--- src/hdl/tap_pkg.sv ---
// constants and types shared by the test access port block
package tap_pkg;
   // ------------------------------------------------------------
   // pins, widths
   // ------------------------------------------------------------
   localparam int PIN_TCK = 0;
   localparam int PIN_TMS = 1;
   localparam int PIN_TDI = 2;
   localparam int PIN_TDO = 3;
   localparam int ADDR_W = 8;
   localparam logic [3:0] TAP_PULLUPS = 4'h7;
   // ------------------------------------------------------------
   // instructions and data register tops
   // ------------------------------------------------------------
   localparam logic [3:0] IR_CAPTURE = 4'h1;
   localparam logic [3:0] OP_IDCODE = 4'h1;
   localparam logic [3:0] OP_COMM = 4'h8;
   localparam logic [3:0] OP_BRKCFG = 4'h9;
   localparam logic [3:0] OP_BYPASS = 4'hF;
   localparam logic [4:0] TOP_ID = 5'h1F;
   localparam logic [4:0] TOP_BYTE = 5'h07;
   localparam logic [4:0] TOP_BYP = 5'h00;
   localparam int TMS_RESET_RUN = 5;
   // ------------------------------------------------------------
   // register map and fields
   // ------------------------------------------------------------
   localparam logic [ADDR_W-1:0] ADDR_FUSE = 8'h00;
   localparam logic [ADDR_W-1:0] ADDR_STATUS = 8'h04;
   localparam logic [ADDR_W-1:0] ADDR_COMM = 8'h08;
   localparam logic [ADDR_W-1:0] ADDR_BRK = 8'h0C;
   localparam logic [3:0] FUSE_RESET = 4'h1;
   localparam int FUSE_TPE = 0;
   localparam int FUSE_DBG = 1;
   localparam int FUSE_LB1 = 2;
   localparam int FUSE_LB2 = 3;
   localparam logic [1:0] RESP_OKAY = 2'h0;
   localparam logic [1:0] RESP_SLVERR = 2'h2;
   // break config: bit0 flow change, bit1 single step, bits 4:2 combined mode
   localparam int BRK_MODE_LSB = 2;
   localparam logic [2:0] MODE_FOUR_PROG = 3'h0;
   localparam logic [2:0] MODE_THREE_ONE = 3'h1;
   localparam logic [2:0] MODE_TWO_TWO = 3'h2;
   localparam logic [2:0] MODE_PROG_RANGE = 3'h3;
   localparam logic [2:0] MODE_DATA_RANGE = 3'h4;
   // ------------------------------------------------------------
   // controller states
   // ------------------------------------------------------------
   typedef enum logic [15:0] {
      TLR = 16'h0001, RTI = 16'h0002, SEL_DR = 16'h0004, CAP_DR = 16'h0008,
      SH_DR = 16'h0010, EX1_DR = 16'h0020, PAU_DR = 16'h0040, EX2_DR = 16'h0080,
      UPD_DR = 16'h0100, SEL_IR = 16'h0200, CAP_IR = 16'h0400, SH_IR = 16'h0800,
      EX1_IR = 16'h1000, PAU_IR = 16'h2000, EX2_IR = 16'h4000, UPD_IR = 16'h8000
   } tap_state_t;
endpackage

--- src/hdl/sync_2ff.sv ---
// two-flop synchroniser for inputs from outside the clock domain
`timescale 1ns/1ns
`default_nettype none
module sync_2ff #(
   parameter int W = 1
) (
   input wire logic clk,
   input wire logic rst,
   input wire logic [W-1:0] d,
   output logic [W-1:0] q
);
   logic [W-1:0] meta_q;

   always_ff @(posedge clk) begin
      if (rst) begin
         meta_q <= '0;
         q <= '0;
      end else begin
         meta_q <= d;
         q <= meta_q;
      end
   end
endmodule
`default_nettype wire

--- src/hdl/axil_slave.sv ---
// axi4-lite slave handshakes feeding a simple register strobe port
`timescale 1ns/1ns
`default_nettype none
module axil_slave import tap_pkg::*; (
   input wire logic clk,
   input wire logic rst,
   input wire logic [ADDR_W-1:0] awaddr,
   input wire logic awvalid,
   output logic awready,
   input wire logic [31:0] wdata,
   input wire logic [3:0] wstrb,
   input wire logic wvalid,
   output logic wready,
   output logic [1:0] bresp,
   output logic bvalid,
   input wire logic bready,
   input wire logic [ADDR_W-1:0] araddr,
   input wire logic arvalid,
   output logic arready,
   output logic [31:0] rdata,
   output logic [1:0] rresp,
   output logic rvalid,
   input wire logic rready,
   output logic wr_en,
   output logic [ADDR_W-1:0] wr_addr,
   output logic [31:0] wr_data,
   output logic [3:0] wr_strb,
   input wire logic wr_hit,
   output logic [ADDR_W-1:0] rd_addr,
   input wire logic rd_hit,
   input wire logic [31:0] rd_word
);
   logic aw_q, aw_d, w_q, w_d, b_q, b_d, r_q, r_d;
   logic [ADDR_W-1:0] a_q, a_d;
   logic [31:0] dat_q, dat_d, rd_q, rd_d;
   logic [3:0] st_q, st_d;
   logic [1:0] br_q, br_d, rr_q, rr_d;

   assign awready = !aw_q;
   assign wready = !w_q;
   assign arready = !r_q;
   assign bvalid = b_q;
   assign bresp = br_q;
   assign rvalid = r_q;
   assign rresp = rr_q;
   assign rdata = rd_q;
   assign rd_addr = araddr;
   assign wr_addr = a_q;
   assign wr_data = dat_q;
   assign wr_strb = st_q;
   // address and data are held until both are here and no answer waits
   assign wr_en = aw_q && w_q && !b_q;

   always_comb begin
      aw_d = aw_q;
      w_d = w_q;
      a_d = a_q;
      dat_d = dat_q;
      st_d = st_q;
      b_d = b_q && !bready;
      br_d = br_q;
      if (awvalid && !aw_q) begin
         aw_d = 1'h1;
         a_d = awaddr;
      end
      if (wvalid && !w_q) begin
         w_d = 1'h1;
         dat_d = wdata;
         st_d = wstrb;
      end
      if (wr_en) begin
         aw_d = 1'h0;
         w_d = 1'h0;
         b_d = 1'h1;
         br_d = wr_hit ? RESP_OKAY : RESP_SLVERR;
      end
      r_d = r_q && !rready;
      rd_d = rd_q;
      rr_d = rr_q;
      if (arvalid && !r_q) begin
         r_d = 1'h1;
         rd_d = rd_hit ? rd_word : '0;
         rr_d = rd_hit ? RESP_OKAY : RESP_SLVERR;
      end
   end

   always_ff @(posedge clk) begin
      if (rst) begin
         aw_q <= 1'h0;
         w_q <= 1'h0;
         b_q <= 1'h0;
         r_q <= 1'h0;
         a_q <= '0;
         dat_q <= '0;
         st_q <= '0;
         br_q <= RESP_OKAY;
         rr_q <= RESP_OKAY;
         rd_q <= '0;
      end else begin
         aw_q <= aw_d;
         w_q <= w_d;
         b_q <= b_d;
         r_q <= r_d;
         a_q <= a_d;
         dat_q <= dat_d;
         st_q <= st_d;
         br_q <= br_d;
         rr_q <= rr_d;
         rd_q <= rd_d;
      end
   end
endmodule
`default_nettype wire

--- src/hdl/jtag_tap_debug_port.sv ---
// test access port controller with debug link and register slave
//
// Design decisions made here: the placing of the registers and the AXI4-Lite interface to the registers.
`timescale 1ns/1ns
`default_nettype none
// Contract
// - sixteen states, stepped by TMS at TCK rise
// - power-on reset starts in Test-Logic-Reset
// - every shift path moves LSB first
// - four-bit instruction, top bit on exit
// - Shift-IR sends captured value 0x01
// - 1,1,0 returns; Update-IR loads instruction
// - instruction selects data register and logic
// - Shift-DR sends values from Capture-DR
// - latched outputs change only in Update-DR; break config also clears while debug is locked out
// - five TMS-high periods reach Test-Logic-Reset
// - no TRST; reset by power, fuse, TMS
// - fuse clear: port pins, controller held reset
// - fuse set: inputs pulled high, port enabled
// - debug needs fuse and no lock bits
// - break unit: flow, step, four breakpoints
// - processor results reach port via mapped word
// - Run-Test/Idle optional; actions may run there
// - bypass stage cleared leaving Capture-DR
// - identification is the default instruction
module jtag_tap_debug_port import tap_pkg::*; #(
   parameter logic [31:0] IDCODE_VALUE = 32'h0000_0FFF  // arbitrary value, lsb one
) (
   input wire logic CLOCK,
   input wire logic RESET,
   input wire logic [3:0] PIN_I,
   output logic [3:0] PIN_O,
   output logic [3:0] PIN_OE,
   output logic [3:0] PIN_PULLUP,
   input wire logic [3:0] GPIO_O,
   input wire logic [3:0] GPIO_OE,
   output logic [3:0] GPIO_I,
   input wire logic [ADDR_W-1:0] AWADDR,
   input wire logic AWVALID,
   output logic AWREADY,
   input wire logic [31:0] WDATA,
   input wire logic [3:0] WSTRB,
   input wire logic WVALID,
   output logic WREADY,
   output logic [1:0] BRESP,
   output logic BVALID,
   input wire logic BREADY,
   input wire logic [ADDR_W-1:0] ARADDR,
   input wire logic ARVALID,
   output logic ARREADY,
   output logic [31:0] RDATA,
   output logic [1:0] RRESP,
   output logic RVALID,
   input wire logic RREADY,
   output logic [3:0] INSTRUCTION,
   output logic RUN_IDLE,
   output logic DEBUG_ENABLED,
   output logic [7:0] BREAK_CONFIG
);
   // ------------------------------------------------------------
   // pins and link edges
   // ------------------------------------------------------------
   logic [3:0] pin_s;
   logic tck_prev_q, tck_rise, tck_fall, tms, tdi;
   logic tpe, dbg_ok, tap_rst;
   logic [3:0] fuse_q, fuse_d;

   sync_2ff #(.W(4)) u_sync (
      .clk(CLOCK),
      .rst(RESET),
      .d(PIN_I),
      .q(pin_s)
   );

   always_ff @(posedge CLOCK) begin
      if (RESET) begin
         tck_prev_q <= 1'h0;
      end else begin
         tck_prev_q <= pin_s[PIN_TCK];
      end
   end

   // tms and tdi ride the same two stages as tck, so they stay aligned
   assign tck_rise = pin_s[PIN_TCK] && !tck_prev_q;
   assign tck_fall = !pin_s[PIN_TCK] && tck_prev_q;
   assign tms = pin_s[PIN_TMS];
   assign tdi = pin_s[PIN_TDI];
   assign tpe = fuse_q[FUSE_TPE];
   assign dbg_ok = fuse_q[FUSE_DBG] && !fuse_q[FUSE_LB1] && !fuse_q[FUSE_LB2];
   assign tap_rst = RESET || !tpe;

   // ------------------------------------------------------------
   // controller
   // ------------------------------------------------------------
   tap_state_t state_q, state_d;

   always_comb begin
      state_d = state_q;
      if (tck_rise) begin
         unique case (state_q)
            TLR: state_d = tms ? TLR : RTI;
            RTI: state_d = tms ? SEL_DR : RTI;
            SEL_DR: state_d = tms ? SEL_IR : CAP_DR;
            CAP_DR: state_d = tms ? EX1_DR : SH_DR;
            SH_DR: state_d = tms ? EX1_DR : SH_DR;
            EX1_DR: state_d = tms ? UPD_DR : PAU_DR;
            PAU_DR: state_d = tms ? EX2_DR : PAU_DR;
            EX2_DR: state_d = tms ? UPD_DR : SH_DR;
            UPD_DR: state_d = tms ? SEL_DR : RTI;
            SEL_IR: state_d = tms ? TLR : CAP_IR;
            CAP_IR: state_d = tms ? EX1_IR : SH_IR;
            SH_IR: state_d = tms ? EX1_IR : SH_IR;
            EX1_IR: state_d = tms ? UPD_IR : PAU_IR;
            PAU_IR: state_d = tms ? EX2_IR : PAU_IR;
            EX2_IR: state_d = tms ? UPD_IR : SH_IR;
            UPD_IR: state_d = tms ? SEL_DR : RTI;
            default: state_d = TLR;
         endcase
      end
   end

   always_ff @(posedge CLOCK) begin
      if (tap_rst) begin
         state_q <= TLR;
      end else begin
         state_q <= state_d;
      end
   end

   // ------------------------------------------------------------
   // instruction register
   // ------------------------------------------------------------
   logic [3:0] ir_sh_q, ir_sh_d, ir_q, ir_d;

   always_comb begin
      ir_sh_d = ir_sh_q;
      ir_d = ir_q;
      if (tck_rise) begin
         if (state_d == TLR) ir_d = OP_IDCODE;
         if (state_q == CAP_IR) ir_sh_d = IR_CAPTURE;
         if (state_q == SH_IR) ir_sh_d = {tdi, ir_sh_q[3:1]};
         if (state_q == UPD_IR) ir_d = ir_sh_q;
      end
   end

   always_ff @(posedge CLOCK) begin
      if (tap_rst) begin
         ir_sh_q <= IR_CAPTURE;
         ir_q <= OP_IDCODE;
      end else begin
         ir_sh_q <= ir_sh_d;
         ir_q <= ir_d;
      end
   end

   // ------------------------------------------------------------
   // data register selection and shift path
   // ------------------------------------------------------------
   logic sel_id, sel_comm, sel_brk, sel_byp, upd_dr_ev;
   logic [4:0] dr_top;
   logic [31:0] dr_sh_q, dr_sh_d, shifted;
   logic [7:0] brk_q, brk_d;
   logic [6:0] comm_q, comm_d;
   logic dirty_q, dirty_d;

   // private opcodes fall back to bypass while debug is locked out
   assign sel_id = ir_q == OP_IDCODE;
   assign sel_comm = ir_q == OP_COMM && dbg_ok;
   assign sel_brk = ir_q == OP_BRKCFG && dbg_ok;
   assign sel_byp = !sel_id && !sel_comm && !sel_brk;
   assign dr_top = sel_id ? TOP_ID : sel_byp ? TOP_BYP : TOP_BYTE;
   assign upd_dr_ev = tck_rise && state_q == UPD_DR;
   assign shifted = {1'h0, dr_sh_q[31:1]};

   always_comb begin
      dr_sh_d = dr_sh_q;
      brk_d = dbg_ok ? brk_q : '0;
      if (tck_rise && state_q == CAP_DR) begin
         if (sel_id) dr_sh_d = IDCODE_VALUE;
         else if (sel_comm) dr_sh_d = {24'h0, dirty_q, comm_q};
         else if (sel_brk) dr_sh_d = {24'h0, brk_q};
         else dr_sh_d = '0;
      end
      if (tck_rise && state_q == SH_DR) begin
         for (int i = 0; i < 32; i++) begin
            dr_sh_d[i] = (5'(i) == dr_top) ? tdi : shifted[i];
         end
      end
      if (upd_dr_ev && sel_brk) brk_d = dr_sh_q[7:0];
   end

   always_ff @(posedge CLOCK) begin
      if (tap_rst) begin
         dr_sh_q <= '0;
      end else begin
         dr_sh_q <= dr_sh_d;
      end
   end

   always_ff @(posedge CLOCK) begin
      if (RESET) begin
         brk_q <= '0;
      end else begin
         brk_q <= brk_d;
      end
   end

   // ------------------------------------------------------------
   // test data out, changed on the falling link edge
   // ------------------------------------------------------------
   logic tdo_q, tdo_d, tdo_oe_q, tdo_oe_d;

   always_comb begin
      tdo_d = tdo_q;
      tdo_oe_d = tdo_oe_q;
      if (tck_fall) begin
         tdo_oe_d = state_q == SH_IR || state_q == SH_DR;
         if (state_q == SH_IR) tdo_d = ir_sh_q[0];
         if (state_q == SH_DR) tdo_d = dr_sh_q[0];
      end
   end

   always_ff @(posedge CLOCK) begin
      if (tap_rst) begin
         tdo_q <= 1'h0;
         tdo_oe_q <= 1'h0;
      end else begin
         tdo_q <= tdo_d;
         tdo_oe_q <= tdo_oe_d;
      end
   end

   // pins fall back to the port when the enable fuse is clear
   assign PIN_O = tpe ? {tdo_q, 3'h0} : GPIO_O;
   assign PIN_OE = tpe ? {tdo_oe_q, 3'h0} : GPIO_OE;
   assign PIN_PULLUP = tpe ? TAP_PULLUPS : 4'h0;
   assign GPIO_I = tpe ? 4'h0 : pin_s;
   assign INSTRUCTION = ir_q;
   assign RUN_IDLE = state_q == RTI;
   assign DEBUG_ENABLED = dbg_ok;
   assign BREAK_CONFIG = brk_q;

   // ------------------------------------------------------------
   // register slave
   // ------------------------------------------------------------
   logic wr_en, wr_hit, rd_hit;
   logic [ADDR_W-1:0] wr_addr, rd_addr;
   logic [31:0] wr_data, rd_word;
   logic [3:0] wr_strb;

   axil_slave u_bus (
      .clk(CLOCK), .rst(RESET),
      .awaddr(AWADDR), .awvalid(AWVALID), .awready(AWREADY),
      .wdata(WDATA), .wstrb(WSTRB), .wvalid(WVALID), .wready(WREADY),
      .bresp(BRESP), .bvalid(BVALID), .bready(BREADY),
      .araddr(ARADDR), .arvalid(ARVALID), .arready(ARREADY),
      .rdata(RDATA), .rresp(RRESP), .rvalid(RVALID), .rready(RREADY),
      .wr_en(wr_en), .wr_addr(wr_addr), .wr_data(wr_data), .wr_strb(wr_strb),
      .wr_hit(wr_hit), .rd_addr(rd_addr), .rd_hit(rd_hit), .rd_word(rd_word)
   );

   assign wr_hit = wr_addr inside {ADDR_FUSE, ADDR_STATUS, ADDR_COMM, ADDR_BRK};

   always_comb begin
      rd_word = '0;
      rd_hit = 1'h1;
      case (rd_addr)
         ADDR_FUSE: rd_word[3:0] = fuse_q;
         ADDR_STATUS: rd_word = {10'h0, dirty_q, dbg_ok, ir_q, state_q};
         ADDR_COMM: rd_word[7:0] = {dirty_q, comm_q};
         ADDR_BRK: rd_word[7:0] = brk_q;
         default: rd_hit = 1'h0;
      endcase
   end

   always_comb begin
      fuse_d = fuse_q;
      comm_d = comm_q;
      dirty_d = dirty_q;
      if (upd_dr_ev && sel_comm) dirty_d = 1'h0;
      if (wr_en && wr_strb[0]) begin
         if (wr_addr == ADDR_FUSE) fuse_d = wr_data[3:0];
         if (wr_addr == ADDR_COMM) begin
            comm_d = wr_data[6:0];
            dirty_d = 1'h1;  // a new word beats the debugger's clear
         end
      end
   end

   always_ff @(posedge CLOCK) begin
      if (RESET) begin
         fuse_q <= FUSE_RESET;
         comm_q <= '0;
         dirty_q <= 1'h0;
      end else begin
         fuse_q <= fuse_d;
         comm_q <= comm_d;
         dirty_q <= dirty_d;
      end
   end

   // ------------------------------------------------------------
   // checks
   // ------------------------------------------------------------
   logic [2:0] ones_q;

   always_ff @(posedge CLOCK) begin
      if (tap_rst) ones_q <= '0;
      else if (tck_rise) ones_q <= !tms ? 3'h0 : (ones_q == 3'h5) ? ones_q : ones_q + 3'h1;
   end
endmodule
`default_nettype wire

--- config.mk ---
export PLATFORM = sky130hd
export DESIGN_NAME = jtag_tap_debug_port
export DESIGN_NICKNAME = d
export VERILOG_FILES = /design/src/hdl/tap_pkg.sv /design/src/hdl/sync_2ff.sv /design/src/hdl/axil_slave.sv /design/src/hdl/jtag_tap_debug_port.sv
export SDC_FILE = /design/constraint.sdc
export NUM_CORES = 1
export LEC_CHECK = 0
export ABC_AREA = 1
export CAP_MARGIN = 20
export CORE_ASPECT_RATIO = 1.75
export CORE_MARGIN = 2
export CORE_UTILIZATION = 30
export DETAILED_ROUTE_END_ITERATION = 10
export DONT_BUFFER_PORTS = 1
export PLACE_DENSITY_LB_ADDON = 0.05
export SLEW_MARGIN = 20
export SYNTH_ARGS = -nofsm -noshare
export SYNTH_HDL_FRONTEND = slang
export SYNTH_SLANG_ARGS = --single-unit
--- constraint.sdc ---
create_clock -name CLOCK -period 3 [get_ports CLOCK]
set_clock_uncertainty 0.2 [all_clocks]
set_input_delay 0.3 -clock CLOCK [delete_from_list [all_inputs] [get_ports CLOCK]]
set_output_delay 0.3 -clock CLOCK [all_outputs]
set_load 0.005 [all_outputs]
# ---- After elaboration in Yosys (flattened, before gate mapping)
# Index checks and enable logic that the tools add are counted.
dict set report word_totals {
  register_bits 143
  elab_cells 213
  in_bits 71
}
dict set report classes {
  n_eq_ne 58
  n_reduce_logical 55
  mux 77
}
# op n
set op_table {}
lappend op_table {{$pmux 16 s12} 1}
lappend op_table {{$eq 5x5->1 const A} 16}
lappend op_table {{$mux 32} 2}
lappend op_table {{$mux 16} 3}
lappend op_table {{$eq 4x5->1 const A} 8}
lappend op_table {{$mux 1} 40}
lappend op_table {{$mux 8} 5}
lappend op_table {{$eq 16x1->1 const B} 2}
lappend op_table {{$eq 8x4->1 const B} 4}
lappend op_table {{$mux 4} 7}
lappend op_table {{$mux 22} 1}
lappend op_table {{$logic_and 1x1->1} 21}
lappend op_table {{$eq 3x5->1 const A} 4}
lappend op_table {{$mux 9} 2}
lappend op_table {{$eq 16x10->1 const B} 1}
lappend op_table {{$eq 16x11->1 const B} 1}
lappend op_table {{$eq 16x12->1 const B} 1}
lappend op_table {{$eq 16x13->1 const B} 1}
lappend op_table {{$eq 16x14->1 const B} 1}
lappend op_table {{$eq 16x15->1 const B} 1}
lappend op_table {{$eq 16x16->1 const B} 1}
lappend op_table {{$eq 16x2->1 const B} 1}
lappend op_table {{$eq 16x3->1 const B} 1}
lappend op_table {{$eq 16x4->1 const B} 1}
lappend op_table {{other kinds (33)} 64}

# ---- Longest topological paths before layout
dict set report depth {
  depth_word 12
  ltp_mapped 16
}

# ---- Modules after synthesis
# Synthesis repeated with hierarchy kept, for this count alone.
dict set report hier_totals {
  hier_cells 1106
  area_unflattened_um2 7827.5
}
# mod cells_each area_each_um2 n_inst
set by_module_without_submodules {}
lappend by_module_without_submodules {jtag_tap_debug_port 608 4162.7 1}
lappend by_module_without_submodules {axil_slave 473 3433.3 1}
lappend by_module_without_submodules {sync_2ff 25 231.5 1}

# ---- Least setup slack after synthesis
# Ideal clock, no wire load.
dict set report synth_path {
  kind {flip-flop to flip-flop}
  from {reg ir_q[3], in the netlist INSTRUCTION[3]}
  to {reg brk_q[0], in the netlist BREAK_CONFIG[0]}
  t_arrival_ns 1.519
  required_time_ns 2.668
  n_path_buf 0
  slack_ns 1.148
  path_stages_with_launch 8
  cell_sequence {dfxtp_1 > inv_1 > nor3_2 > nand2_1 > nor3_4 > nor4_2 > nand2_1 > a21oi_1}
}
dict set report synth_via {
  elab_chain_cells 4
}
# item line_no
set synth_rtl {}
lappend synth_rtl {{start: declaration} jtag_tap_debug_port.sv:133} ;# logic [3:0] ir_sh_q, ir_sh_d, ir_q, ir_d;
lappend synth_rtl {{start signal: assignment} jtag_tap_debug_port.sv:152} ;# ir_q <= ir_d;
lappend synth_rtl {{$eq 4x4->1 *} jtag_tap_debug_port.sv:169} ;# assign sel_brk = ir_q == OP_BRKCFG && dbg_ok;
lappend synth_rtl {{$logic_and 1x1->1 *} jtag_tap_debug_port.sv:169}
lappend synth_rtl {{$logic_and 1x1->1 *} jtag_tap_debug_port.sv:189} ;# if (upd_dr_ev && sel_brk) brk_d = dr_sh_q[7:0];
lappend synth_rtl {{$ne 2x1->1 (no source line) or $mux 8 (tied branches)} --}
lappend synth_rtl {{end signal: assignment} jtag_tap_debug_port.sv:204} ;# brk_q <= brk_d;
lappend synth_rtl {{end: declaration} jtag_tap_debug_port.sv:162} ;# logic [7:0] brk_q, brk_d;
# Mark *: on every way between the ends. The rest lies on a longest branch, timed or not.
# A chain may end at the register's enable or synchronous reset.

# ---- Worst setup path in the final report
dict set report layout_path {
  from {reg u_bus.r_q, in the netlist u_bus.rvalid}
  to {reg u_bus.rd_q[8], in the netlist u_bus.rdata[8]}
}
dict set report layout_via {
  elab_chain_cells 2
}
# item line_no
set layout_rtl {}
lappend layout_rtl {{start: declaration} axil_slave.sv:33} ;# logic aw_q, aw_d, w_q, w_d, b_q, b_d, r_q, r_d;
lappend layout_rtl {{start signal: assignment} axil_slave.sv:103} ;# r_q <= r_d;
lappend layout_rtl {{$logic_not 1->1} --}
lappend layout_rtl {{net ARREADY} jtag_tap_debug_port.sv:50} ;# output logic ARREADY,
lappend layout_rtl {{$logic_and 1x1->1} axil_slave.sv:80} ;# if (arvalid && !r_q) begin
lappend layout_rtl {{end signal: assignment} axil_slave.sv:109} ;# rd_q <= rd_d;
lappend layout_rtl {{end: declaration} axil_slave.sv:35} ;# logic [31:0] dat_q, dat_d, rd_q, rd_d;
# The timed path passes the listed nets, and every way through them passes these cells.

==> summary.md <==
| Metric | Value |
|---|---|
| Switching pwr | 977 uW |
| Root Driver | clkbuf_16 |
| Critical Path End Type | flop |
| Distinct cells, synth | 42 |
| Register area share after synthesis | 43.2% |
| First-pass GRT wire length | 28900 um |
| Ant. Diodes | 0 |
| Internal | a little over 3 mW |
| Hold Crit Class | primary input to flop |
| Max Fclk | 412 MHz |
| H-Tree Depth | 4 |
| Vias in the first global route | 5376 |
| I/O pin cnt | ~140 |
| Placed inst area | 6280 um^2 |
| CTS Buffer Depth | 2 |
| DRT iter0 DRCs | between 300 and 400 |
| WL met2 | 10300 um |
| Sum Neg Setup Slack | 0 ns |
| Final setup viols | 0 |
| Largest net degree at the start of global routing | between 40 and 50 |
| Min Tclk post-route | around 2.4 ns |
| Cell area after synthesis | approximately 6000 um^2 |
| TritonCTS Buffers | 17 |
| Die Footprint | around 21000 um^2 |
| Fin nets | approximately 940 |
| Sequential share of power | 44.0% |
| Yosys Warn Count | 0 |
| Peak VDD IR | between 0.3 and 0.4 mV |
| Final Hold Viols | 0 |
| Avg Cell Area, Syn | between 7 and 8 um^2 |
| RSZ-0062 raised after global routing | false |
| Top post-synthesis cells by count | 183 x nand2_1, 131 x dfxtp_1, 99 x a21oi_1, 93 x nor2_1, 88 x inv_1 |
| Routed length per placed instance | roughly 17 um |
| Seq. cell area | around 2600 um^2 |
| DR vias/cell | 4.80 |
| Clock power share | 50.8% |
| Initial antenna violation count | 0 |
| Status | finished, final reports clean |
| GRT overflow | 0 |
| Post-synthesis async set-or-reset flop share | 0% |
| Fin area | 7150 um^2 |
| Post-DP HPWL | 13900 um |
| Measured slew at the worst slew-check pin | around 0.79 ns |
| Core Area | slightly below 20000 um^2 |
| Chip width | 112 um |
| CTS clock-pin slew for the worst setup and hold paths | around 0.060 ns |
| Startpoint Class | flop |
| Slew headroom | 47.1% |
| Wl on met1 | between 7000 and 8000 um |
| Crit path kind | flop to flop |
| TritonRoute pass-1 iters | 5 |
| Clk_lat worst skew | 0.42 ns |
| Total track usage | between 10% and 20% |
| Seq cells post-synth | roughly 130 |
| Port bufs | 0 |
| Most common cell in the synthesized netlist | nand2_1 |
| Area occupied by multi-input gates | 2870 um^2 |
| Fin crit share | between 80 and 90% |
| Critical Path RT | approximately 3.2 ns |
| Worst hold start | ARADDR[0] |
| Drt drc | 0 |
| Pwr per Cell Area | approximately 570 nW/um^2 |
| Synth area leader | dfxtp_1 |
| P&R area growth vs syn | 17.8% |
| Synth top area share | 43.2% |
| Part of the total power dissipated in combinational logic | approximately 5.1% |
| Number of synthesized flops with an enable pin | 0 |
| CTS tree | built |
| Placement row count | 68 |
| Area contributors post-synth | dfxtp_1 43%, nand2_1 11%, a21oi_1 8.2% |
| Antenna-violating nets left | 0 |
| Clk sinks | ~130 |
| Leak | 2.77 nW |
| Crit path max fanout | 24 |
| Fraction of layout cells with a size suffix above 1 | between 10% and 20% |
| Worst R2R Start | u_bus.rvalid |
| Die H | around 190 um |
| Setup crit start | u_bus.rvalid |
| # fillers | roughly 2100 |
| Final GP Congestion | around 0.92 |
| Final wirelength | approximately 19000 um |
| Main flop type after synthesis | dfxtp_1 |
| Top sig layer | met4 |
| Initial Utilization | between 30% and 40% |
| Sw Share | about a quarter |
| Synth Instances | around 840 |
| Met3 routed WL | 642 um |
| Reported max-cap violation count | 0 |
| PostCTS Resize Cnt | 0 |
| Critical path data arrival time | ~2.6 ns |
| Slew Viols, Final | 0 |
| Vias | 5390 |
-- per-stage QoR --
| stage | utilization, % | power [mW] | hold slack (ns) | instances | setup WS, ns |
|---|---|---|---|---|---|
| after floorplan | - | 1.97 | 0.188 | 850 | 1.15 |
| after global placement | 31.7 | 2.00 | 0.175 | 1064 | 0.667 |
| after detailed placement | 31.7 | 2.00 | 0.177 | 1064 | 0.676 |
| after CTS | 36.1 | 4.14 | 0.0188 | 1123 | 0.561 |
| after global routing | 36.1 | 4.24 | 0.0725 | 1123 | 0.374 |
| final | 36.1 | 4.07 | 0.0447 | 1123 | 0.571 |
-- cells in the final DEF, fill, tap and decap left out, types with 7 or more instances in the layout --
cell / n
clkbuf_16: 17
nand3_1: 48
nor2_2: 8
conb_1: 13
nand2_2: 9
dlygate4sd3_1: 26
inv_1: 88
buf_4: 17
o21ai_1: 7
inv_2: 8
nor2_1: 93
dfxtp_1: 131
a21oi_1: 99
o21ai_0: 38
o22ai_1: 12
nand2_1: 183
-- timing repair --
| item | CTS | global route |
|---|---|---|
| buffers inserted | 0 | 0 |
| endpoints found under the hold margin | 63 | 0 |
| hold buffers | 27 | 0 |
-- layout make-up --
type / instances / share of cell area (%)
flip-flops and latches: 131 / 36.7
multi-input cells: 575 / 40.0
repair buffers: 44 / 5.70
well taps: 245 / 4.28
clock buffers: 18 / 6.14
inverters: 96 / 5.04
clock inverters: 14 / 2.13
-- state kept, by name, summed over array words and instances, names as in the netlist, 4 cells and up --
name,flops
ir_sh_q,4
comm_q,7
u_sync.q,4
u_sync.meta_q,4
u_bus.wr_addr,8
fuse_q,4
u_bus.rdata,22
dr_sh_q,32
u_bus.wr_data,7
INSTRUCTION,4
state_q,16
BREAK_CONFIG,8
-- per-layer routing --
layer / vias to the layer above / global-route usage [%]
met5: - / 0
met4: 0 / 8.78
met3: 22 / 3.66
met2: 133 / 34.4
met1: 2484 / 17.4
li1: 2751 / -
-- power by group through the flow --
stage | Clock (mW) | Combinational, mW | Sequential, mW
detailed placement | 0 | 0.171 | 1.83
global route | 2.21 | 0.236 | 1.79
CTS | 2.13 | 0.212 | 1.79
floorplan | 0 | 0.148 | 1.82
finish | 2.07 | 0.209 | 1.79
global placement | 0 | 0.169 | 1.83
-- critical path, cell delays in order (launching register included) --
cell and delay, ns:
dfxtp_1 0.32, inv_1 0.11, nand2_1 0.06, buf_4 0.21, inv_1 0.58, nand3_1 0.17, a21oi_1 0.15, dlygate4sd3_1 0.56
-- kinds of logic (layout without fill, tap and decap cells) --
| family | after synthesis | count (layout) | share of synthesized area [%] |
|---|---|---|---|
| AOI/OAI and AO/OA | 176 | 176 | 15.9 |
| DFF | 131 | 131 | 43.2 |
| buffers and inverters | 144 | 172 | 10.4 |
| and+or+nand+nor | 386 | 386 | 30.5 |
| other | 1 | 13 | 0.0617 |
-- final timing paths --
path	to	slack (ns)	depth (start not counted)
worst max-delay path	u_bus.rdata[8]	0.57	7
worst min register to register	u_sync.q[2]	0.20	2
worst max register to register	u_bus.rdata[8]	0.57	7
worst min-delay path	u_bus.rresp[1]	0.04	4
Note: power is estimated with default switching activity, not from simulation.
